File: src/hw/hbcfg_regs.svh
// register offsets, field positions, reset values and timing counts
// Summary of operation
// - second configuration register at 0Bh, reset value 00h.
// - bit 7 of it enables extra coast states in PWM mode.
// - bits 6-5 of it hold the two-bit load type.
// - bits 2-0 of it hold the current trip level.
// - third configuration register at 0Ch, reset 40h, off-time code 01.
// - its bits 7-6 give off time 20, 30, 40 or 50 us.
// - its bits 4-2 hold the output slew selection.
// - its bits 1-0 select full-bridge or independent half-bridge modes.
// - fourth configuration register at 0Dh, reset 04h, shutoff combine AND.
// - its bits 7-6 pick overcurrent filter 6, 3, 1.5 or 0.2 us.
// - its bits 4-3 pick threshold 100, 50, 75 or 50 percent.
// - bit 2 combines shutoff pin and bit: 0 OR, 1 AND, when unlocked.
// - bit 1 combines input-one pin and bit: 0 OR, 1 AND, when unlocked.
// - bit 0 combines input-two pin and bit: 0 OR, 1 AND, when unlocked.
// - independent low-side: no current report during recirculation, slewing or blanking.
// - independent half-bridge coast control exists only in serial variants.
// - independent low-side: rising slew capped at 8 V/us setting.
// - register shutoff bit combines with pin when unlocked, resets to one.
// - register input-one bit combines with pin when unlocked, resets to zero.
// - lock code 10b blocks configuration writes; other codes unlock; unlocked at reset.
`ifndef HBCFG_REGS_SVH
`define HBCFG_REGS_SVH

`define HBCFG_ADDR_CMD 6'h08
`define HBCFG_ADDR_PIN 6'h09
`define HBCFG_ADDR_CFG2 6'h0b
`define HBCFG_ADDR_CFG3 6'h0c
`define HBCFG_ADDR_CFG4 6'h0d

`define HBCFG_RST_CMD 8'h09
`define HBCFG_RST_PIN 8'h0c
`define HBCFG_RST_CFG2 8'h00
`define HBCFG_RST_CFG3 8'h40
`define HBCFG_RST_CFG4 8'h04

`define HBCFG_MASK_CMD 8'h1b
`define HBCFG_MASK_PIN 8'h0f
`define HBCFG_MASK_CFG2 8'he7
`define HBCFG_MASK_CFG3 8'hdf
`define HBCFG_MASK_CFG4 8'hdf

`define HBCFG_LOCK_CODE 2'h2
`define HBCFG_CMD_REGLOCK_LO 0
`define HBCFG_CMD_PINLOCK_LO 3
`define HBCFG_PIN_SHUTOFF 3
`define HBCFG_PIN_SHUTOFF2 2
`define HBCFG_PIN_IN1 1
`define HBCFG_PIN_IN2 0

`define HBCFG_C2_EXTEND 7
`define HBCFG_C2_LOAD_LO 5
`define HBCFG_C2_TRIP_LO 0
`define HBCFG_C3_REGULATION_OFF_TIME_LO 6
`define HBCFG_C3_SLEW_LO 2
`define HBCFG_C3_MODE_LO 0
`define HBCFG_C4_FILT_LO 6
`define HBCFG_C4_THR_LO 3
`define HBCFG_C4_SEL_SHUTOFF 2
`define HBCFG_C4_SEL_IN1 1
`define HBCFG_C4_SEL_IN2 0

`define HBCFG_LOAD_LOW_SIDE 2'h1

`define HBCFG_CLK_MHZ 40
`define HBCFG_REGULATION_OFF_TIME_00_US 20
`define HBCFG_REGULATION_OFF_TIME_01_US 30
`define HBCFG_REGULATION_OFF_TIME_10_US 40
`define HBCFG_REGULATION_OFF_TIME_11_US 50
`define HBCFG_FILT_00_NS 6000
`define HBCFG_FILT_01_NS 3000
`define HBCFG_FILT_10_NS 1500
`define HBCFG_FILT_11_NS 200

`define HBCFG_THR_FULL_PCT 7'h64
`define HBCFG_THR_3Q_PCT 7'h4b
`define HBCFG_THR_HALF_PCT 7'h32

`define HBCFG_FRAME_BITS 5'h10
`define HBCFG_HDR_BITS 5'h08

`endif

File: src/hw/hbcfg_pkg.sv
// types shared by the configuration register block
package hbcfg_pkg;
	typedef enum logic [1:0] {
		HBCFG_MODE_PH_EN,
		HBCFG_MODE_PWM,
		HBCFG_MODE_INDEP
	} hbcfg_mode_t;

	typedef enum logic [1:0] {
		HBCFG_SPI_IDLE,
		HBCFG_SPI_HEADER,
		HBCFG_SPI_DATA
	} hbcfg_spi_state_t;
endpackage : hbcfg_pkg

File: src/hw/hbcfg_frame_if.sv
// decoded serial frame between the shifter and the register file
`timescale 1ns/10ps
interface hbcfg_frame_if;
	logic frame_done;
	logic is_read;
	logic [5:0] addr;
	logic [7:0] wdata;
	logic hdr_valid;
	logic [7:0] rdata;

	modport shifter (
		output frame_done,
		output is_read,
		output addr,
		output wdata,
		output hdr_valid,
		input rdata
	);

	modport regfile (
		input frame_done,
		input is_read,
		input addr,
		input wdata,
		input hdr_valid,
		output rdata
	);
endinterface : hbcfg_frame_if

File: src/hw/hbcfg_pin_combine.sv
// combines synchronised control pins with their register bits
`timescale 1ns/10ps
module hbcfg_pin_combine (
	input wire logic i_core_clk,
	input wire logic i_sys_rst,
	input wire logic [2:0] i_pin,
	input wire logic [2:0] i_reg_bit,
	input wire logic [2:0] i_and_sel,
	input wire logic i_unlocked,
	output logic [2:0] o_comb
);
	logic [2:0] comb_q;
	logic [2:0] comb_d;

	function automatic logic combine(input logic pin, input logic rb, input logic sel,
			input logic unl);
		combine = !unl ? pin : (sel ? (pin & rb) : (pin | rb));
	endfunction : combine

	assign comb_d[2] = combine(i_pin[2], i_reg_bit[2], i_and_sel[2], i_unlocked);
	assign comb_d[1] = combine(i_pin[1], i_reg_bit[1], i_and_sel[1], i_unlocked);
	assign comb_d[0] = combine(i_pin[0], i_reg_bit[0], i_and_sel[0], i_unlocked);

	always_ff @(posedge i_core_clk) begin
		if (i_sys_rst) begin
			comb_q <= 3'h0;
		end else begin
			comb_q <= comb_d;
		end
	end

	assign o_comb = comb_q;
endmodule : hbcfg_pin_combine

File: src/hw/hbcfg_spi_shift.sv
// serial register port: pin synchronisers, frame shifter, read-back
`timescale 1ns/10ps
`include "hbcfg_regs.svh"
module hbcfg_spi_shift
	import hbcfg_pkg::*;
(
	input wire logic i_core_clk,
	input wire logic i_sys_rst,
	input wire logic i_sclk,
	input wire logic i_ncs,
	input wire logic i_sdi,
	output logic o_sdo,
	output logic o_sdo_oe,
	hbcfg_frame_if.shifter frm
);
	logic [2:0] sclk_q;
	logic [2:0] ncs_q;
	logic [1:0] sdi_q;
	logic [4:0] cnt_q;
	logic [7:0] rx_q;
	logic [7:0] hdr_q;
	logic [7:0] tx_q;
	logic sdo_q;
	logic load_q;
	logic done_q;
	hbcfg_spi_state_t state_q;
	wire sclk_fall = sclk_q[2] & ~sclk_q[1];
	wire sclk_rise = ~sclk_q[2] & sclk_q[1];
	wire ncs_high = ncs_q[1];
	// frame state is kept one cycle past the ncs rise, so the pulse sees it
	wire ncs_idle = ncs_q[1] & ncs_q[2];
	wire ncs_rise = ncs_q[1] & ~ncs_q[2];
	wire hdr_last = sclk_fall & (cnt_q == `HBCFG_HDR_BITS - 5'h01);

	always_ff @(posedge i_core_clk) begin
		if (i_sys_rst) begin
			sclk_q <= 3'h0;
			ncs_q <= 3'h7;
			sdi_q <= 2'h0;
		end else begin
			sclk_q <= {sclk_q[1:0], i_sclk};
			ncs_q <= {ncs_q[1:0], i_ncs};
			sdi_q <= {sdi_q[0], i_sdi};
		end
	end

	// sample on falling sclk, launch on rising sclk
	always_ff @(posedge i_core_clk) begin
		if (i_sys_rst || ncs_idle) begin
			cnt_q <= 5'h00;
			rx_q <= 8'h00;
			state_q <= HBCFG_SPI_IDLE;
		end else if (sclk_fall && cnt_q != 5'h1f) begin
			cnt_q <= cnt_q + 5'h01;
			rx_q <= {rx_q[6:0], sdi_q[1]};
			state_q <= (cnt_q >= `HBCFG_HDR_BITS - 5'h01) ? HBCFG_SPI_DATA : HBCFG_SPI_HEADER;
		end
	end

	always_ff @(posedge i_core_clk) begin
		if (i_sys_rst) begin
			hdr_q <= 8'h00;
			load_q <= 1'b0;
		end else begin
			load_q <= hdr_last;
			if (hdr_last) begin
				hdr_q <= {rx_q[6:0], sdi_q[1]};
			end
		end
	end

	always_ff @(posedge i_core_clk) begin
		if (i_sys_rst || ncs_high) begin
			tx_q <= 8'h00;
			sdo_q <= 1'b0;
		end else if (load_q) begin
			tx_q <= frm.rdata;
		end else if (sclk_rise && state_q == HBCFG_SPI_DATA) begin
			sdo_q <= tx_q[7];
			tx_q <= {tx_q[6:0], 1'b0};
		end
	end

	always_ff @(posedge i_core_clk) begin
		if (i_sys_rst) begin
			done_q <= 1'b0;
		end else begin
			done_q <= ncs_rise & (cnt_q == `HBCFG_FRAME_BITS);
		end
	end

	assign frm.frame_done = done_q;
	assign frm.is_read = hdr_q[6];
	assign frm.addr = hdr_q[5:0];
	assign frm.wdata = rx_q;
	assign frm.hdr_valid = load_q;
	assign o_sdo = sdo_q;
	assign o_sdo_oe = ~ncs_q[1];
endmodule : hbcfg_spi_shift

File: src/hw/hbcfg_top.sv
// configuration register file of the h-bridge driver with decoded settings
`timescale 1ns/10ps
`include "hbcfg_regs.svh"
module hbcfg_top
	import hbcfg_pkg::*;
#(
	parameter bit SERIAL_VARIANT = 1'b1,
	parameter logic [2:0] SLEW_CAP_CODE = 3'h3
) (
	input wire logic i_core_clk,
	input wire logic i_sys_rst,
	input wire logic i_sclk,
	input wire logic i_ncs,
	input wire logic i_sdi,
	output logic o_sdo,
	output logic o_sdo_oe,
	input wire logic i_bridge_shutoff_pin,
	input wire logic i_enable_input_one_pin,
	input wire logic i_phase_input_two_pin,
	input wire logic i_recirculating,
	input wire logic i_output_slewing,
	input wire logic i_blanking,
	output logic o_pwm_extend,
	output logic [1:0] o_load_type_select,
	output logic [2:0] o_current_trip_level_select,
	output logic [1:0] o_regulation_off_time,
	output logic [10:0] o_off_time_cycles,
	output logic [2:0] o_output_slew_select,
	output logic [2:0] o_rise_slew_select,
	output logic o_rise_slew_capped,
	output logic [1:0] o_bridge_mode,
	output logic [1:0] o_overcurrent_filter_select,
	output logic [7:0] o_filter_cycles,
	output logic [1:0] o_overcurrent_threshold_select,
	output logic [6:0] o_threshold_pct,
	output logic o_config_locked,
	output logic o_pin_reg_unlocked,
	output logic o_shutoff,
	output logic o_input_one,
	output logic o_input_two,
	output logic [1:0] o_half_bridge_off,
	output logic o_current_report_en
);
	hbcfg_frame_if frm ();

	logic [7:0] cmd_q;
	logic [7:0] cmd_d;
	logic [7:0] pin_q;
	logic [7:0] pin_d;
	logic [7:0] cfg2_q;
	logic [7:0] cfg2_d;
	logic [7:0] cfg3_q;
	logic [7:0] cfg3_d;
	logic [7:0] cfg4_q;
	logic [7:0] cfg4_d;
	logic [10:0] off_cyc_q;
	logic [7:0] filt_cyc_q;
	logic [6:0] thr_q;
	logic [2:0] rise_q;
	logic capped_q;
	logic report_q;
	logic [1:0] hb_off_q;
	logic [2:0] pin_s1_q;
	logic [2:0] pin_s2_q;
	logic [2:0] comb;

	function automatic logic [10:0] off_cycles(input logic [1:0] code);
		case (code)
			2'h0: off_cycles = 11'(`HBCFG_REGULATION_OFF_TIME_00_US * `HBCFG_CLK_MHZ);
			2'h1: off_cycles = 11'(`HBCFG_REGULATION_OFF_TIME_01_US * `HBCFG_CLK_MHZ);
			2'h2: off_cycles = 11'(`HBCFG_REGULATION_OFF_TIME_10_US * `HBCFG_CLK_MHZ);
			default: off_cycles = 11'(`HBCFG_REGULATION_OFF_TIME_11_US * `HBCFG_CLK_MHZ);
		endcase
	endfunction : off_cycles

	function automatic logic [7:0] filt_cycles(input logic [1:0] code);
		case (code)
			2'h0: filt_cycles = 8'(`HBCFG_FILT_00_NS * `HBCFG_CLK_MHZ / 1000);
			2'h1: filt_cycles = 8'(`HBCFG_FILT_01_NS * `HBCFG_CLK_MHZ / 1000);
			2'h2: filt_cycles = 8'(`HBCFG_FILT_10_NS * `HBCFG_CLK_MHZ / 1000);
			default: filt_cycles = 8'(`HBCFG_FILT_11_NS * `HBCFG_CLK_MHZ / 1000);
		endcase
	endfunction : filt_cycles

	function automatic logic [6:0] thr_pct(input logic [1:0] code);
		case (code)
			2'h0: thr_pct = `HBCFG_THR_FULL_PCT;
			2'h2: thr_pct = `HBCFG_THR_3Q_PCT;
			default: thr_pct = `HBCFG_THR_HALF_PCT;
		endcase
	endfunction : thr_pct

	function automatic hbcfg_mode_t mode_of(input logic [1:0] code);
		case (code)
			2'h1: mode_of = HBCFG_MODE_PWM;
			2'h2: mode_of = HBCFG_MODE_INDEP;
			default: mode_of = HBCFG_MODE_PH_EN;
		endcase
	endfunction : mode_of

	function automatic logic is_code(input logic [1:0] field);
		is_code = field == `HBCFG_LOCK_CODE;
	endfunction : is_code

	function automatic logic [7:0] read_back(input logic [5:0] a, input logic [7:0] cmd,
			input logic [7:0] pin, input logic [7:0] c2, input logic [7:0] c3,
			input logic [7:0] c4);
		case (a)
			`HBCFG_ADDR_CMD: read_back = cmd;
			`HBCFG_ADDR_PIN: read_back = pin;
			`HBCFG_ADDR_CFG2: read_back = c2;
			`HBCFG_ADDR_CFG3: read_back = c3;
			`HBCFG_ADDR_CFG4: read_back = c4;
			default: read_back = 8'h00;
		endcase
	endfunction : read_back

	hbcfg_spi_shift u_shift (
		.i_core_clk(i_core_clk),
		.i_sys_rst(i_sys_rst),
		.i_sclk(i_sclk),
		.i_ncs(i_ncs),
		.i_sdi(i_sdi),
		.o_sdo(o_sdo),
		.o_sdo_oe(o_sdo_oe),
		.frm(frm)
	);

	// address hits of the frame header
	wire hit_cmd = frm.addr == `HBCFG_ADDR_CMD;
	wire hit_pin = frm.addr == `HBCFG_ADDR_PIN;
	wire hit_cfg2 = frm.addr == `HBCFG_ADDR_CFG2;
	wire hit_cfg3 = frm.addr == `HBCFG_ADDR_CFG3;
	wire hit_cfg4 = frm.addr == `HBCFG_ADDR_CFG4;

	// write decode
	wire wr = frm.frame_done & ~frm.is_read;
	wire cfg_locked = is_code(cmd_q[`HBCFG_CMD_REGLOCK_LO +: 2]);
	wire pin_unlocked = is_code(cmd_q[`HBCFG_CMD_PINLOCK_LO +: 2]);
	wire wr_cmd = wr & hit_cmd;
	wire wr_pin = wr & hit_pin;
	wire wr_cfg_ok = wr & ~cfg_locked;
	wire wr_cfg2 = wr_cfg_ok & hit_cfg2;
	wire wr_cfg3 = wr_cfg_ok & hit_cfg3;
	wire wr_cfg4 = wr_cfg_ok & hit_cfg4;

	assign cmd_d = wr_cmd ? (frm.wdata & `HBCFG_MASK_CMD) : cmd_q;
	assign pin_d = wr_pin ? (frm.wdata & `HBCFG_MASK_PIN) : pin_q;
	assign cfg2_d = wr_cfg2 ? (frm.wdata & `HBCFG_MASK_CFG2) : cfg2_q;
	assign cfg3_d = wr_cfg3 ? (frm.wdata & `HBCFG_MASK_CFG3) : cfg3_q;
	assign cfg4_d = wr_cfg4 ? (frm.wdata & `HBCFG_MASK_CFG4) : cfg4_q;

	assign frm.rdata = read_back(frm.addr, cmd_q, pin_q, cfg2_q, cfg3_q, cfg4_q);

	always_ff @(posedge i_core_clk) begin
		if (i_sys_rst) begin
			cmd_q <= `HBCFG_RST_CMD;
			pin_q <= `HBCFG_RST_PIN;
		end else begin
			cmd_q <= cmd_d;
			pin_q <= pin_d;
		end
	end

	always_ff @(posedge i_core_clk) begin
		if (i_sys_rst) begin
			cfg2_q <= `HBCFG_RST_CFG2;
			cfg3_q <= `HBCFG_RST_CFG3;
			cfg4_q <= `HBCFG_RST_CFG4;
		end else begin
			cfg2_q <= cfg2_d;
			cfg3_q <= cfg3_d;
			cfg4_q <= cfg4_d;
		end
	end

	// fields of the stored registers
	wire ext_f = cfg2_q[`HBCFG_C2_EXTEND];
	wire [1:0] load_f = cfg2_q[`HBCFG_C2_LOAD_LO +: 2];
	wire [2:0] trip_f = cfg2_q[`HBCFG_C2_TRIP_LO +: 3];
	wire [1:0] regulation_off_time_f = cfg3_q[`HBCFG_C3_REGULATION_OFF_TIME_LO +: 2];
	wire [2:0] slew_f = cfg3_q[`HBCFG_C3_SLEW_LO +: 3];
	wire [1:0] mode_f = cfg3_q[`HBCFG_C3_MODE_LO +: 2];
	wire [1:0] filt_f = cfg4_q[`HBCFG_C4_FILT_LO +: 2];
	wire [1:0] thr_f = cfg4_q[`HBCFG_C4_THR_LO +: 2];

	// decoded settings from the next value and, for indep_q and low_side_q, the stored value
	wire [1:0] load_d = cfg2_d[`HBCFG_C2_LOAD_LO +: 2];
	wire [2:0] slew_d = cfg3_d[`HBCFG_C3_SLEW_LO +: 3];
	wire indep_d = mode_of(cfg3_d[`HBCFG_C3_MODE_LO +: 2]) == HBCFG_MODE_INDEP;
	wire low_side_d = indep_d & (load_d == `HBCFG_LOAD_LOW_SIDE);
	wire indep_q = mode_of(cfg3_q[`HBCFG_C3_MODE_LO +: 2]) == HBCFG_MODE_INDEP;
	wire low_side_q = indep_q & (cfg2_q[`HBCFG_C2_LOAD_LO +: 2] == `HBCFG_LOAD_LOW_SIDE);
	wire cap_d = low_side_d & (slew_d > SLEW_CAP_CODE);
	// no current report in independent low-side mode while recirculating, slewing or blanking
	wire report_d = ~(low_side_q & (i_recirculating | i_output_slewing | i_blanking));
	wire hb2_reg = pin_unlocked ? pin_q[`HBCFG_PIN_SHUTOFF2] : comb[2];
	// per-half coast only in serial variant
	wire [1:0] hb_off_d = (indep_q && SERIAL_VARIANT) ? {hb2_reg, comb[2]} : {comb[2], comb[2]};

	// off time in cycles, tracks the write edge
	always_ff @(posedge i_core_clk) begin
		if (i_sys_rst) begin
			off_cyc_q <= off_cycles(2'(`HBCFG_RST_CFG3 >> `HBCFG_C3_REGULATION_OFF_TIME_LO));
		end else begin
			off_cyc_q <= off_cycles(cfg3_d[`HBCFG_C3_REGULATION_OFF_TIME_LO +: 2]);
		end
	end

	always_ff @(posedge i_core_clk) begin
		if (i_sys_rst) begin
			filt_cyc_q <= filt_cycles(2'(`HBCFG_RST_CFG4 >> `HBCFG_C4_FILT_LO));
		end else begin
			filt_cyc_q <= filt_cycles(cfg4_d[`HBCFG_C4_FILT_LO +: 2]);
		end
	end

	always_ff @(posedge i_core_clk) begin
		if (i_sys_rst) begin
			thr_q <= thr_pct(2'(`HBCFG_RST_CFG4 >> `HBCFG_C4_THR_LO));
		end else begin
			thr_q <= thr_pct(cfg4_d[`HBCFG_C4_THR_LO +: 2]);
		end
	end

	always_ff @(posedge i_core_clk) begin
		if (i_sys_rst) begin
			rise_q <= 3'h0;
			capped_q <= 1'b0;
		end else begin
			rise_q <= cap_d ? SLEW_CAP_CODE : slew_d;
			capped_q <= cap_d;
		end
	end

	always_ff @(posedge i_core_clk) begin
		if (i_sys_rst) begin
			report_q <= 1'b1;
		end else begin
			report_q <= report_d;
		end
	end

	always_ff @(posedge i_core_clk) begin
		if (i_sys_rst) begin
			hb_off_q <= 2'h0;
		end else begin
			hb_off_q <= hb_off_d;
		end
	end

	// two-stage synchronisers for pins
	always_ff @(posedge i_core_clk) begin
		if (i_sys_rst) begin
			pin_s1_q <= 3'h0;
			pin_s2_q <= 3'h0;
		end else begin
			pin_s1_q <= {i_bridge_shutoff_pin, i_enable_input_one_pin, i_phase_input_two_pin};
			pin_s2_q <= pin_s1_q;
		end
	end

	// register bits combine with pins
	hbcfg_pin_combine u_comb (
		.i_core_clk(i_core_clk),
		.i_sys_rst(i_sys_rst),
		.i_pin(pin_s2_q),
		.i_reg_bit({pin_q[`HBCFG_PIN_SHUTOFF], pin_q[`HBCFG_PIN_IN1], pin_q[`HBCFG_PIN_IN2]}),
		.i_and_sel({cfg4_q[`HBCFG_C4_SEL_SHUTOFF], cfg4_q[`HBCFG_C4_SEL_IN1],
			cfg4_q[`HBCFG_C4_SEL_IN2]}),
		.i_unlocked(pin_unlocked),
		.o_comb(comb)
	);

	assign o_pwm_extend = ext_f;
	assign o_load_type_select = load_f;
	assign o_current_trip_level_select = trip_f;
	assign o_regulation_off_time = regulation_off_time_f;
	assign o_off_time_cycles = off_cyc_q;
	assign o_output_slew_select = slew_f;
	assign o_rise_slew_select = rise_q;
	assign o_rise_slew_capped = capped_q;
	assign o_bridge_mode = mode_f;
	assign o_overcurrent_filter_select = filt_f;
	assign o_filter_cycles = filt_cyc_q;
	assign o_overcurrent_threshold_select = thr_f;
	assign o_threshold_pct = thr_q;
	assign o_config_locked = cfg_locked;
	assign o_pin_reg_unlocked = pin_unlocked;
	assign o_shutoff = comb[2];
	assign o_input_one = comb[1];
	assign o_input_two = comb[0];
	assign o_half_bridge_off = hb_off_q;
	assign o_current_report_en = report_q;
endmodule : hbcfg_top
File: config.mk
export PLATFORM = sky130hd
export DESIGN_NAME = hbcfg_top
export DESIGN_NICKNAME = d
export VERILOG_FILES = /design/src/hw/hbcfg_pkg.sv /design/src/hw/hbcfg_frame_if.sv /design/src/hw/hbcfg_pin_combine.sv /design/src/hw/hbcfg_spi_shift.sv /design/src/hw/hbcfg_top.sv
export VERILOG_INCLUDE_DIRS = /design/src /design/src/hw
export SDC_FILE = /design/constraint.sdc
export NUM_CORES = 1
export LEC_CHECK = 0
export BUFFER_PORTS_ARGS = -buffer_cell sky130_fd_sc_hd__buf_2
export CAP_MARGIN = 25
export CELL_PAD_IN_SITES_DETAIL_PLACEMENT = 0
export CELL_PAD_IN_SITES_GLOBAL_PLACEMENT = 1
export CORE_MARGIN = 5
export CORE_UTILIZATION = 30
export CTS_CLUSTER_DIAMETER = 150
export DETAILED_ROUTE_END_ITERATION = 16
export PLACE_DENSITY_LB_ADDON = 0.1
export RECOVER_POWER = 25
export SETUP_SLACK_MARGIN = 0.2
export SYNTH_ARGS = -nofsm -noshare
export SYNTH_HDL_FRONTEND = slang
export SYNTH_SLANG_ARGS = --single-unit
File: constraint.sdc
create_clock -name i_core_clk -period 2.2 [get_ports i_core_clk]
set_clock_uncertainty 0.2 [all_clocks]
set_input_delay 0.22 -clock i_core_clk [delete_from_list [all_inputs] [get_ports i_core_clk]]
set_output_delay 0.22 -clock i_core_clk [all_outputs]
set_load 0.02 [all_outputs]
==> run_summary.xml, run 1 <==
<?xml version="1.0" encoding="UTF-8"?>
<metrics>
  <group name="synthesis">
    <metric name="synth_compound_gate_area_share" unit="%">10.1</metric>
    <metric name="share_of_synthesized_registers_carrying_an_async_set_or_reset" unit="%">0</metric>
    <metric name="syn-mean-instance-area" unit="sq um">9.43</metric>
    <metric name="synthFlopType" unit="">dfxtp_1</metric>
    <metric name="post_synthesis_adder_cell_area_fraction" unit="%">1.56</metric>
    <metric name="post_synth_and_or_nand_nor_area_fraction" unit="%">22.3</metric>
    <metric name="synthCells" unit="">424</metric>
    <metric name="yosysWarnings" unit="">0</metric>
    <metric name="post-synth-top-area-cell" unit="">dfxtp_1</metric>
    <metric name="synth_edf_count" unit="">0</metric>
    <metric name="syn_area" unit="sq um">4000</metric>
    <metric name="main_combinational_cell_family_by_area_after_synthesis" unit="">simple AND/OR/NAND/NOR gates</metric>
    <metric name="yosysTopAreaCellShare" unit="%">49.6</metric>
    <metric name="synth.area.top_cells" unit="">dfxtp_1, mux2i_1, nor2_1, nand2_1, buf_4</metric>
    <metric name="part_of_the_yosys_area_used_for_sequential_elements" unit="%">49.6</metric>
    <metric name="synth.lib_cells_used.distinct" unit="">48</metric>
    <metric name="synth.mux.area_fraction" unit="%">8.51</metric>
    <metric name="synth_xor_area_share" unit="%">0.657</metric>
    <metric name="seq_cells_post_synth" unit="">99</metric>
  </group>
  <group name="timing">
    <metric name="layout_setup_ws" unit="ps">241</metric>
    <metric name="finalMaxSlewViolations" unit="">0</metric>
    <metric name="grt_setup_unrepaired" unit="">yes</metric>
    <metric name="f_max" unit="MHz">511</metric>
    <metric name="finalSetupViolCount" unit="">0</metric>
    <metric name="period_minus_slack" unit="ps">1960</metric>
    <metric name="worst_hold_slack" unit="ps">22.7</metric>
    <metric name="slew_headroom" unit="%">30.7</metric>
    <metric name="final.period_utilization" unit="%">89.0</metric>
    <metric name="max_slew.worst_pin.slew" unit="ps">1040</metric>
    <metric name="final_sum_of_negative_setup_slack" unit="ps">0</metric>
    <metric name="finalHoldViolations" unit="">0</metric>
  </group>
  <group name="worst_setup_path">
    <metric name="path_cells" unit="">nor3b_4 -&gt; and4b_2 -&gt; and3_2 -&gt; nor3_1 -&gt; or3_1</metric>
    <metric name="startpoint" unit="">u_shift.hdr_q[4]</metric>
    <metric name="cpMaxStageDelayCell" unit="">dfxtp_4</metric>
    <metric name="rr_worst_depth" unit="">5</metric>
    <metric name="crit_end" unit="">o_threshold_pct[2]</metric>
    <metric name="critical_path_class" unit="">flop to flop</metric>
    <metric name="timing.rr.end" unit="">o_threshold_pct[2]</metric>
    <metric name="cp-start-kind" unit="">flop</metric>
    <metric name="reg2reg_from" unit="">u_shift.hdr_q[4]</metric>
    <metric name="critPathMaxFanout" unit="">7</metric>
    <metric name="worst-endpoint-arrival" unit="ps">1990</metric>
    <metric name="cp.buffers_inverters" unit="">0</metric>
    <metric name="critPathCaptureType" unit="">flop</metric>
    <metric name="worstPathRequired" unit="ps">2230</metric>
    <metric name="cp_num_cells" unit="">5</metric>
    <metric name="path_delay_family" unit="">simple AND/OR/NAND/NOR gates</metric>
    <metric name="worst-r2r-setup-slack" unit="ps">240</metric>
    <metric name="slowest_delay" unit="ps">350</metric>
  </group>
  <group name="floorplan">
    <metric name="num_io_pins" unit="">68</metric>
    <metric name="rows" unit="">42</metric>
    <metric name="die_w" unit="um">125</metric>
    <metric name="core" unit="sq um">13100</metric>
    <metric name="floorplan.initialDensity" unit="%">30.4</metric>
    <metric name="die-area" unit="sq um">15700</metric>
    <metric name="fp.dieH" unit="um">125</metric>
  </group>
  <group name="place">
    <metric name="dp.final_hpwl" unit="um">7530</metric>
    <metric name="detailedPlace.worstSlack" unit="ps">127</metric>
    <metric name="buffer_ports.inserted" unit="">61</metric>
    <metric name="gpl.final_weighted_congestion" unit="">0.728</metric>
  </group>
  <group name="global_route">
    <metric name="grt_first_pass_wirelength" unit="um">16900</metric>
    <metric name="grt-busiest-layer" unit="">met2</metric>
    <metric name="antenna_violations_before_repair" unit="">0</metric>
    <metric name="grt.met2_usage" unit="%">21.0</metric>
    <metric name="via_count_of_the_first_global_routing_pass" unit="">3024</metric>
    <metric name="combined_global_route_utilization_of_all_metal_layers" unit="%">13.6</metric>
    <metric name="gr-usage-met3" unit="%">2.94</metric>
    <metric name="met1_track_usage_gr" unit="%">18.3</metric>
    <metric name="grt_max_degree" unit="">38</metric>
    <metric name="overflow" unit="">0</metric>
  </group>
  <group name="clock_network">
    <metric name="clk-insertion-delay-late" unit="ps">340</metric>
    <metric name="cts_sinks" unit="">99</metric>
    <metric name="cts_tree" unit="">built</metric>
    <metric name="root_buffer" unit="">clkbuf_16</metric>
    <metric name="clk_transition_reported_paths" unit="ps">60</metric>
    <metric name="cts_inserted_buffers" unit="">9</metric>
    <metric name="cts-htree-levels" unit="">3</metric>
    <metric name="cts_max_path_buffers" unit="">2</metric>
  </group>
  <group name="final_layout">
    <metric name="most_common_cell_after_layout_fill_and_taps_aside" unit="">dfxtp_1</metric>
    <metric name="num_antenna_cells" unit="">0</metric>
    <metric name="finish.net_count" unit="">502</metric>
    <metric name="layout.cells.most_common_list" unit="">dfxtp_1, nor2_1, nand2_1, buf_2</metric>
    <metric name="synthToLayoutAreaGrowth" unit="%">20.8</metric>
    <metric name="post_route_cells_drive_above_1_share" unit="%">21.4</metric>
  </group>
  <group name="flow_run">
    <metric name="maxCapViolations" unit="">0</metric>
  </group>
  <group name="run_status">
    <metric name="run_status" unit="">finished clean</metric>
  </group>
  <group name="drt">
    <metric name="detail_route.drc_violations" unit="">0</metric>
    <metric name="avgRoutedWirePerCell" unit="um">15.5</metric>
    <metric name="routed_via_density" unit="">4.62</metric>
    <metric name="drt-initial-drc-count" unit="">244</metric>
    <metric name="route.vias.total" unit="">3084</metric>
    <metric name="drt_pre_antenna_iters" unit="">4</metric>
    <metric name="wl" unit="um">10300</metric>
    <metric name="route.antenna.remaining_nets" unit="">0</metric>
  </group>
  <group name="pwr">
    <metric name="power.density" unit="nW/um^2">697</metric>
    <metric name="total_leakage_power" unit="nW">1.90</metric>
    <metric name="vdd_drop_max" unit="mV">0.262</metric>
  </group>
  <group name="min_path">
    <metric name="worst_hold_path.num_cells" unit="">3</metric>
    <metric name="worstHoldPathType" unit="">input pin to flop</metric>
  </group>
</metrics>
[cells in the mapped netlist (2+ instances only)]
library cell  number
and2_1             2
ha_1               5
nand2b_1          10
or2_1              4
a21oi_1           24
and3_1             2
and4b_1            2
buf_2              3
nand3b_1           5
o21a_1             5
nand2_1           43
a211o_1            4
clkbuf_1          18
or3_1              2
mux2i_1           28
a22oi_1           10
nor3_1             7
nor2b_1           18
buf_4             21
o21ai_0            4
a222oi_1           4
inv_1              9
nand3_1            9
a21o_1             6
nor3b_2            2
xor2_1             2
dfxtp_1           99
nor2_1            49
a22o_1             2
or2_2              4
mux2_2             4
[cell families after synthesis]
group,count (synthesis)
other,1
XOR/XNOR,3
flip-flops,99
adder cells (fa/ha/maj),5
AND/OR/NAND/NOR,170
buffers and inverters,52
AO/OA/AOI/OAI,61
multiplexers,33
[worst register-to-register path: cells and delay by family (launching register included)]
family	cells	cell delay, ps
flip-flops	1	350
AND/OR/NAND/NOR	5	1290
[state kept, by name, summed over array words and instances (netlist names), 4 cells and up]
signal / flops
o_filter_cycles: 5
o_off_time_cycles: 4
cmd_q: 4
cfg3_q: 7
u_shift.hdr_q: 7
u_shift.cnt_q: 5
pin_q: 4
cfg4_q: 7
u_shift.frm.wdata: 8
cfg2_q: 6
u_shift.tx_q: 8
o_threshold_pct: 5
[where the power goes]
part / internal [mW] / total [mW] / switching [mW]
clock: 0.827 / 1.47 / 0.646
combinational: 0.0298 / 0.0830 / 0.0531
sequential: 1.80 / 1.81 / 0.00588
[metrics by stage]
stage / total power, mW / utilization, % / instance area [sq um] / cells
3_5_place_dp: 1.93 / 33.6 / 4410 / 639
4_1_cts: 3.42 / 36.3 / 4770 / 661
3_3_place_gp: 1.93 / 33.6 / 4410 / 639
5_1_grt: 3.51 / 36.8 / 4830 / 667
2_1_floorplan: 1.91 / - / 4020 / 429
6_report: 3.37 / 36.8 / 4830 / 667
[worst min path at each step]
| stage | start | endpoint |
|---|---|---|
| after floorplan | i_ncs | u_shift.ncs_q[0] |
| after global placement | u_shift.ncs_q[0] | u_shift.ncs_q[1] |
| after detailed placement | u_shift.ncs_q[0] | u_shift.ncs_q[1] |
| after CTS | i_blanking | o_current_report_en |
| after global routing | i_blanking | o_current_report_en |
| final | i_blanking | o_current_report_en |
[metal layers]
metal	vias up	wire length, um
li1	1531	-
met1	1465	4960
met2	76	4680
met3	12	461
met4	0	221
met5	-	0
[timing repair]
item	4_1_cts	5_1_grt
cloned	0	0
gates resized for setup	5	18
endpoints found under the hold margin	6	0
buffers inserted	0	6
endpoints found under the setup margin	19	38
hold buffers	6	0
pin swaps	2	6
[layout make-up]
class	instances	area (sq um)
Clock inverter	2	10.0
Sequential cell	99	1990
Inverter	9	33.8
Clock buffer	14	264
Tap cell	176	220
Timing Repair Buffer	89	499
Multi-Input combinational cell	278	1810
Fill cell	1371	8310
(Power assumes the default switching activity.)
==> inputs of run 2 (changes only) <==
--- a/config.mk
+++ b/config.mk
@@ -19,4 +19,5 @@
 export SETUP_SLACK_MARGIN = 0.2
 export SYNTH_ARGS = -nofsm -noshare
 export SYNTH_HDL_FRONTEND = slang
+export SYNTH_HIERARCHICAL = 1
 export SYNTH_SLANG_ARGS = --single-unit
==> run 2 against run 1 <==
The run now ends with negative setup slack left; clock power is 17% higher; wire length is 5.5% higher; worst hold slack better by 76 ps; total power is 8.4% higher; first-iteration DRC count is 32% lower; setup slack worse by 320 ps; core utilization is 4.3 points higher; sequential power hardly changed; critical path depth stayed put; sequential share of layout area is 4.3 points lower; register-to-register slack worse by 320 ps; die area is 1.2% higher; critical path type unchanged; largest power group unchanged; highest routed layer unchanged.
==> run_summary.xml, run 2 <==
<?xml version="1.0" encoding="UTF-8"?>
<metrics>
  <group name="clock_network">
    <metric name="clk_transition_reported_paths" unit="ps">70</metric>
    <metric name="cts_max_path_buffers" unit="">2</metric>
    <metric name="cts_inserted_buffers" unit="">9</metric>
    <metric name="cts_sinks" unit="">100</metric>
    <metric name="clk-insertion-delay-late" unit="ps">340</metric>
    <metric name="cts_tree" unit="">built</metric>
    <metric name="root_buffer" unit="">clkbuf_16</metric>
    <metric name="cts-htree-levels" unit="">3</metric>
  </group>
  <group name="flow_run">
    <metric name="maxCapViolations" unit="">0</metric>
  </group>
  <group name="place">
    <metric name="dp.final_hpwl" unit="um">7820</metric>
    <metric name="buffer_ports.inserted" unit="">61</metric>
    <metric name="dpl-instance-area" unit="sq um">4680</metric>
    <metric name="place_inst" unit="">670</metric>
    <metric name="detailedPlace.worstSlack" unit="ps">-162</metric>
    <metric name="gpl.final_weighted_congestion" unit="">0.795</metric>
  </group>
  <group name="timing">
    <metric name="f_max" unit="MHz">438</metric>
    <metric name="finalMaxSlewViolations" unit="">0</metric>
    <metric name="final_sum_of_negative_setup_slack" unit="ps">-261</metric>
    <metric name="max_slew.worst_pin.slew" unit="ps">626</metric>
    <metric name="finalSetupViolCount" unit="">4</metric>
    <metric name="worst_hold_slack" unit="ps">99.1</metric>
    <metric name="grt_setup_unrepaired" unit="">yes</metric>
    <metric name="layout_setup_ws" unit="ps">-82.9</metric>
    <metric name="final.period_utilization" unit="%">104</metric>
    <metric name="finalHoldViolations" unit="">0</metric>
    <metric name="period_minus_slack" unit="ps">2280</metric>
    <metric name="slew_headroom" unit="%">58.2</metric>
  </group>
  <group name="synthesis">
    <metric name="share_of_synthesized_registers_carrying_an_async_set_or_reset" unit="%">0</metric>
    <metric name="synthCells" unit="">434</metric>
    <metric name="part_of_the_yosys_area_used_for_sequential_elements" unit="%">49.4</metric>
    <metric name="yosysWarnings" unit="">6</metric>
    <metric name="seq_cells_post_synth" unit="">100</metric>
    <metric name="synth.lib_cells_used.distinct" unit="">49</metric>
    <metric name="synthMostInstantiatedCell" unit="">dfxtp_1</metric>
    <metric name="synthFlopType" unit="">dfxtp_1</metric>
    <metric name="synth_edf_count" unit="">0</metric>
    <metric name="synth_common_cells" unit="">dfxtp_1, nand2_1, a21oi_1</metric>
    <metric name="post-synth-top-area-cell" unit="">dfxtp_1</metric>
    <metric name="syn_area" unit="sq um">4050</metric>
    <metric name="synth.area.top_cells" unit="">dfxtp_1, mux2i_1, a21oi_1, nand2_1, buf_4</metric>
    <metric name="yosysTopAreaCellShare" unit="%">49.4</metric>
    <metric name="syn-mean-instance-area" unit="sq um">9.33</metric>
  </group>
  <group name="pwr">
    <metric name="vdd_drop_max" unit="mV">0.340</metric>
    <metric name="total_leakage_power" unit="nW">2.08</metric>
    <metric name="power" unit="mW">3.65</metric>
    <metric name="power.density" unit="nW/um^2">670</metric>
  </group>
  <group name="worst_setup_path">
    <metric name="cp-start-kind" unit="">flop</metric>
    <metric name="cpMaxStageDelayCell" unit="">or4_4</metric>
    <metric name="worstPathRequired" unit="ps">2290</metric>
    <metric name="critical_path_class" unit="">flop to flop</metric>
    <metric name="reg2reg_from" unit="">u_shift/hdr_q[5]</metric>
    <metric name="path_cells" unit="">or3b_4 -&gt; or4_4 -&gt; mux2i_4 -&gt; nor4_4 -&gt; or2_1</metric>
    <metric name="worst-endpoint-arrival" unit="ps">2380</metric>
    <metric name="slowest_delay" unit="ps">610</metric>
    <metric name="crit_end" unit="">o_rise_slew_select[1]</metric>
    <metric name="critPathMaxFanout" unit="">6</metric>
    <metric name="rr_worst_depth" unit="">5</metric>
    <metric name="startpoint" unit="">u_shift/hdr_q[5]</metric>
    <metric name="timing.rr.end" unit="">o_rise_slew_select[1]</metric>
    <metric name="worst-r2r-setup-slack" unit="ps">-80</metric>
    <metric name="critPathCaptureType" unit="">flop</metric>
  </group>
  <group name="final_layout">
    <metric name="most_common_cell_after_layout_fill_and_taps_aside" unit="">dfxtp_1</metric>
    <metric name="post_route_cells_drive_above_1_share" unit="%">31.3</metric>
    <metric name="finish.net_count" unit="">543</metric>
    <metric name="layout.cells.most_common_list" unit="">dfxtp_1, buf_2, nand2_1, a21oi_1, mux2i_1</metric>
    <metric name="num_antenna_cells" unit="">0</metric>
    <metric name="finalCoreUtilization" unit="%">41.1</metric>
    <metric name="post-route-cell-area" unit="sq um">5450</metric>
    <metric name="layoutNonFillerInstCount" unit="">707</metric>
    <metric name="synthToLayoutAreaGrowth" unit="%">34.4</metric>
    <metric name="number_of_fill_cells" unit="">1360</metric>
  </group>
  <group name="drt">
    <metric name="wl" unit="um">10900</metric>
    <metric name="drt_pre_antenna_iters" unit="">4</metric>
    <metric name="route.vias.total" unit="">3302</metric>
    <metric name="avgRoutedWirePerCell" unit="um">15.4</metric>
    <metric name="routed_via_density" unit="">4.67</metric>
    <metric name="drt-initial-drc-count" unit="">167</metric>
    <metric name="route.antenna.remaining_nets" unit="">0</metric>
    <metric name="detail_route.drc_violations" unit="">0</metric>
  </group>
  <group name="floorplan">
    <metric name="fp.dieH" unit="um">126</metric>
    <metric name="die_w" unit="um">126</metric>
    <metric name="floorplan.initialDensity" unit="%">30.6</metric>
    <metric name="core" unit="sq um">13200</metric>
    <metric name="rows" unit="">42</metric>
    <metric name="num_io_pins" unit="">68</metric>
    <metric name="die-area" unit="sq um">15900</metric>
  </group>
  <group name="run_status">
    <metric name="violations_in_the_final_reports" unit="">negative setup slack</metric>
    <metric name="run_status" unit="">finished with violations</metric>
  </group>
  <group name="min_path">
    <metric name="worstHoldPathType" unit="">input pin to flop</metric>
  </group>
  <group name="global_route">
    <metric name="grt_max_degree" unit="">30</metric>
    <metric name="grt_first_pass_wirelength" unit="um">17700</metric>
    <metric name="antenna_violations_before_repair" unit="">0</metric>
    <metric name="via_count_of_the_first_global_routing_pass" unit="">3282</metric>
    <metric name="combined_global_route_utilization_of_all_metal_layers" unit="%">14.1</metric>
    <metric name="overflow" unit="">0</metric>
  </group>
</metrics>
-- run 2: cell count changes after synthesis, sizes merged, moves of 4 or more --
cell,change
nor2,-19
o21ai,+17
a21oi,+15
a22oi,-8
inv,+6
mux2i,+5
buf,-4
o21a,-4
or3,+4
-- run 2: how the worst min path moves through the flow --
stage                          start                  end  depth (start not counted)
finish                    i_blanking  o_current_report_en                          3
global placement    u_shift/ncs_q[0]     u_shift/ncs_q[1]                          1
CTS                        i_sys_rst             pin_q[1]                          2
detailed placement             i_ncs     u_shift/ncs_q[0]                          2
floorplan                  i_sys_rst     u_comb/o_comb[0]                          1
global route              i_blanking  o_current_report_en                          3
-- run 2: layout make-up --
class | instances | area, sq um | share of cell area (%)
multi-input combinational | 288 | 2060 | 37.8
clock buffer | 11 | 253 | 4.64
tap | 176 | 220 | 4.04
timing repair buffer | 113 | 772 | 14.2
clock inverter | 4 | 72.6 | 1.33
sequential | 100 | 2010 | 36.9
inverter | 15 | 56.3 | 1.03
-- run 2: cells by family after synthesis --
group / count (synthesis) / synth area share, %
muxes: 35 / 8.80
buffers and inverters: 51 / 6.55
adders and majority gates: 5 / 1.54
DFF: 100 / 49.4
and+or+nand+nor: 163 / 22.2
other: 1 / 0.0926
AOI/OAI and AO/OA: 79 / 11.4
-- run 2: worst max-delay path, delay by kind of cell, from the launching register on --
family           cells  cell delay [ps]
flip-flops           1              320
multiplexers         1              230
AND/OR/NAND/NOR      4             1490
-- run 2: where the power goes --
group | switching (mW) | total (mW) | internal (mW)
sequential | 0.00705 | 1.83 | 1.82
clock | 0.673 | 1.72 | 1.05
combinational | 0.0581 | 0.0951 | 0.0370
total | 0.738 | 3.65 | 2.91
-- run 2: metal layers --
metal / global-route usage, % / vias up / share of wire (%)
met4: 5.55 / 0 / 2.1
li1: - / 1650 / -
met3: 2.75 / 15 / 4.1
met1: 19.2 / 1571 / 49
met5: 0 / - / 0
met2: 22.1 / 66 / 45
-- run 2: what timing repair did --
action	4_1_cts	5_1_grt
setup endpoints to repair	61	59
resized for setup	47	34
hold buffers	6	0
buffers inserted	11	5
pin swaps	27	28
endpoints found under the hold margin	6	0
==> inputs of run 3 (changes only) <==
--- a/config.mk
+++ b/config.mk
@@ -14,10 +14,9 @@
 export CORE_UTILIZATION = 30
 export CTS_CLUSTER_DIAMETER = 150
 export DETAILED_ROUTE_END_ITERATION = 16
-export PLACE_DENSITY_LB_ADDON = 0.1
+export PLACE_DENSITY = 0.66
 export RECOVER_POWER = 25
 export SETUP_SLACK_MARGIN = 0.2
 export SYNTH_ARGS = -nofsm -noshare
 export SYNTH_HDL_FRONTEND = slang
-export SYNTH_HIERARCHICAL = 1
 export SYNTH_SLANG_ARGS = --single-unit
==> run 3 against run 2 <==
The flow now finishes without violations; sequential power is essentially flat; combinational power is 15% lower; worst hold slack improved by 110 ps; setup slack improved by 330 ps; sequential share of layout area rose by 4.3 points; non-clock buffer count is 27 lower; clock power fell by 16%; core utilization down 4.5 points; critical path type unchanged; critical endpoint is now o_filter_cycles[7].
==> run_summary.xml, run 3 (same netlist as run 1, synthesis figures left out) <==
<?xml version="1.0" encoding="UTF-8"?>
<metrics>
  <group name="run_status">
    <metric name="run_status" unit="">finished clean</metric>
  </group>
  <group name="worst_setup_path">
    <metric name="worst-endpoint-arrival" unit="ps">1970</metric>
    <metric name="slowest_delay" unit="ps">360</metric>
    <metric name="crit_end" unit="">o_filter_cycles[7]</metric>
    <metric name="reg2reg_from" unit="">u_shift.hdr_q[4]</metric>
    <metric name="cpMaxStageDelayCell" unit="">dfxtp_1</metric>
    <metric name="critical_path_class" unit="">flop to flop</metric>
    <metric name="worst-r2r-setup-slack" unit="ps">240</metric>
    <metric name="timing.rr.end" unit="">o_filter_cycles[7]</metric>
    <metric name="critPathCaptureType" unit="">flop</metric>
    <metric name="cp-start-kind" unit="">flop</metric>
    <metric name="startpoint" unit="">u_shift.hdr_q[4]</metric>
    <metric name="rr_worst_depth" unit="">5</metric>
    <metric name="path_cells" unit="">nor3b_4 -&gt; and4b_2 -&gt; and3_4 -&gt; nor3_1 -&gt; or3_1</metric>
    <metric name="critPathMaxFanout" unit="">10</metric>
    <metric name="worstPathRequired" unit="ps">2220</metric>
  </group>
  <group name="final_layout">
    <metric name="post-route-cell-area" unit="sq um">4820</metric>
    <metric name="most_common_cell_after_layout_fill_and_taps_aside" unit="">dfxtp_1</metric>
    <metric name="synthToLayoutAreaGrowth" unit="%">20.5</metric>
    <metric name="num_antenna_cells" unit="">0</metric>
    <metric name="post_route_cells_drive_above_1_share" unit="%">19.8</metric>
    <metric name="finish.net_count" unit="">499</metric>
    <metric name="layout.cells.most_common_list" unit="">dfxtp_1, nor2_1, nand2_1, buf_2</metric>
    <metric name="layoutNonFillerInstCount" unit="">662</metric>
  </group>
  <group name="drt">
    <metric name="drt_pre_antenna_iters" unit="">5</metric>
    <metric name="route.vias.total" unit="">3071</metric>
    <metric name="drt-initial-drc-count" unit="">243</metric>
    <metric name="avgRoutedWirePerCell" unit="um">14.2</metric>
    <metric name="routed_via_density" unit="">4.64</metric>
    <metric name="wl" unit="um">9420</metric>
    <metric name="route.antenna.remaining_nets" unit="">0</metric>
    <metric name="detail_route.drc_violations" unit="">0</metric>
  </group>
  <group name="global_route">
    <metric name="grt_max_degree" unit="">26</metric>
    <metric name="grt_first_pass_wirelength" unit="um">15400</metric>
    <metric name="overflow" unit="">0</metric>
    <metric name="via_count_of_the_first_global_routing_pass" unit="">2915</metric>
    <metric name="combined_global_route_utilization_of_all_metal_layers" unit="%">12.1</metric>
    <metric name="antenna_violations_before_repair" unit="">0</metric>
  </group>
  <group name="flow_run">
    <metric name="maxCapViolations" unit="">0</metric>
  </group>
  <group name="min_path">
    <metric name="worstHoldPathType" unit="">flop to flop</metric>
  </group>
  <group name="timing">
    <metric name="max_slew.worst_pin.slew" unit="ps">940</metric>
    <metric name="slew_headroom" unit="%">37.3</metric>
    <metric name="finalSetupViolCount" unit="">0</metric>
    <metric name="period_minus_slack" unit="ps">1960</metric>
    <metric name="finalHoldViolations" unit="">0</metric>
    <metric name="f_max" unit="MHz">511</metric>
    <metric name="grt_setup_unrepaired" unit="">yes</metric>
    <metric name="final.period_utilization" unit="%">88.9</metric>
    <metric name="finalMaxSlewViolations" unit="">0</metric>
    <metric name="final_sum_of_negative_setup_slack" unit="ps">0</metric>
  </group>
  <group name="place">
    <metric name="place_inst" unit="">639</metric>
    <metric name="dpl-instance-area" unit="sq um">4410</metric>
    <metric name="buffer_ports.inserted" unit="">61</metric>
    <metric name="dp.final_hpwl" unit="um">6940</metric>
    <metric name="gpl.final_weighted_congestion" unit="">0.818</metric>
  </group>
  <group name="floorplan">
    <metric name="die-area" unit="sq um">15700</metric>
    <metric name="fp.dieH" unit="um">125</metric>
    <metric name="rows" unit="">42</metric>
    <metric name="core" unit="sq um">13100</metric>
    <metric name="die_w" unit="um">125</metric>
    <metric name="floorplan.initialDensity" unit="%">30.4</metric>
    <metric name="num_io_pins" unit="">68</metric>
  </group>
  <group name="pwr">
    <metric name="vdd_drop_max" unit="mV">0.427</metric>
    <metric name="total_leakage_power" unit="nW">1.87</metric>
    <metric name="power.density" unit="nW/um^2">695</metric>
  </group>
  <group name="clock_network">
    <metric name="cts_max_path_buffers" unit="">2</metric>
    <metric name="cts_inserted_buffers" unit="">9</metric>
    <metric name="cts-htree-levels" unit="">3</metric>
    <metric name="cts_tree" unit="">built</metric>
    <metric name="clk-insertion-delay-late" unit="ps">340</metric>
    <metric name="cts_sinks" unit="">99</metric>
    <metric name="clk_transition_reported_paths" unit="ps">60</metric>
    <metric name="root_buffer" unit="">clkbuf_16</metric>
  </group>
</metrics>
[run 3: cell count changes in the layout (fill, tap and decap cells not counted), sizes merged, moves of 8 or more]
cell    previous run  this run
clkbuf            30        38
a22oi              2        10
a21oi             39        24
buf               88        54
nor2              30        49
o21ai             21         4
[run 3: area by class of cell]
type / count / area (sq um)
Clock inverter: 2 / 12.5
Inverter: 9 / 33.8
Multi-Input combinational cell: 278 / 1820
Tap cell: 176 / 220
Sequential cell: 99 / 1990
Clock buffer: 12 / 256
Timing Repair Buffer: 86 / 485
Fill cell: 1375 / 8320
[run 3: per-stage QoR]
stage	hold slack, ps	utilization (%)	power, mW	worst slack (ps)
floorplan	124	-	1.91	230
global placement	198	33.6	1.93	192
detailed placement	201	33.6	1.93	132
CTS	62.0	36.2	3.39	168
global route	241	36.7	3.47	153
finish	210	36.7	3.35	243
[run 3: what timing repair did]
item                                    4_1_cts  5_1_grt
hold buffers                                  6        0
setup buffers                                 0        3
resized for setup                             4       17
pin swaps                                     0        3
endpoints found under the hold margin         6        0
endpoints found under the setup margin       19       31
[run 3: metal layers]
layer	vias to the layer above	share of wire, %	GRT usage [%]
li1	1525	-	-
met2	73	47	19.4
met1	1455	47	15.6
met4	0	2.1	4.97
met5	-	0	0
met3	18	4.7	3.11
[run 3: worst min path at each step]
stage / start / end / slack, ps / depth (start not counted)
after CTS: i_sys_rst / o_off_time_cycles[9] / 60 / 2
after detailed placement: u_shift.ncs_q[0] / u_shift.ncs_q[1] / 200 / 1
after global routing: u_shift.ncs_q[0] / u_shift.ncs_q[1] / 240 / 1
after floorplan: i_ncs / u_shift.ncs_q[0] / 120 / 1
final: u_shift.ncs_q[0] / u_shift.ncs_q[1] / 210 / 1
after global placement: u_shift.ncs_q[0] / u_shift.ncs_q[1] / 200 / 1
[run 3: report_power, final]
part / total, mW / switching (mW) / internal [mW]
Clock: 1.45 / 0.639 / 0.814
Combinational: 0.0808 / 0.0525 / 0.0284
Sequential: 1.81 / 0.00555 / 1.81
Total: 3.35 / 0.697 / 2.65
[run 3: critical path, delay by kind of cell, from the launching register on]
| family | cells | cell delay (ps) |
|---|---|---|
| simple gates | 5 | 1280 |
| flops | 1 | 360 |
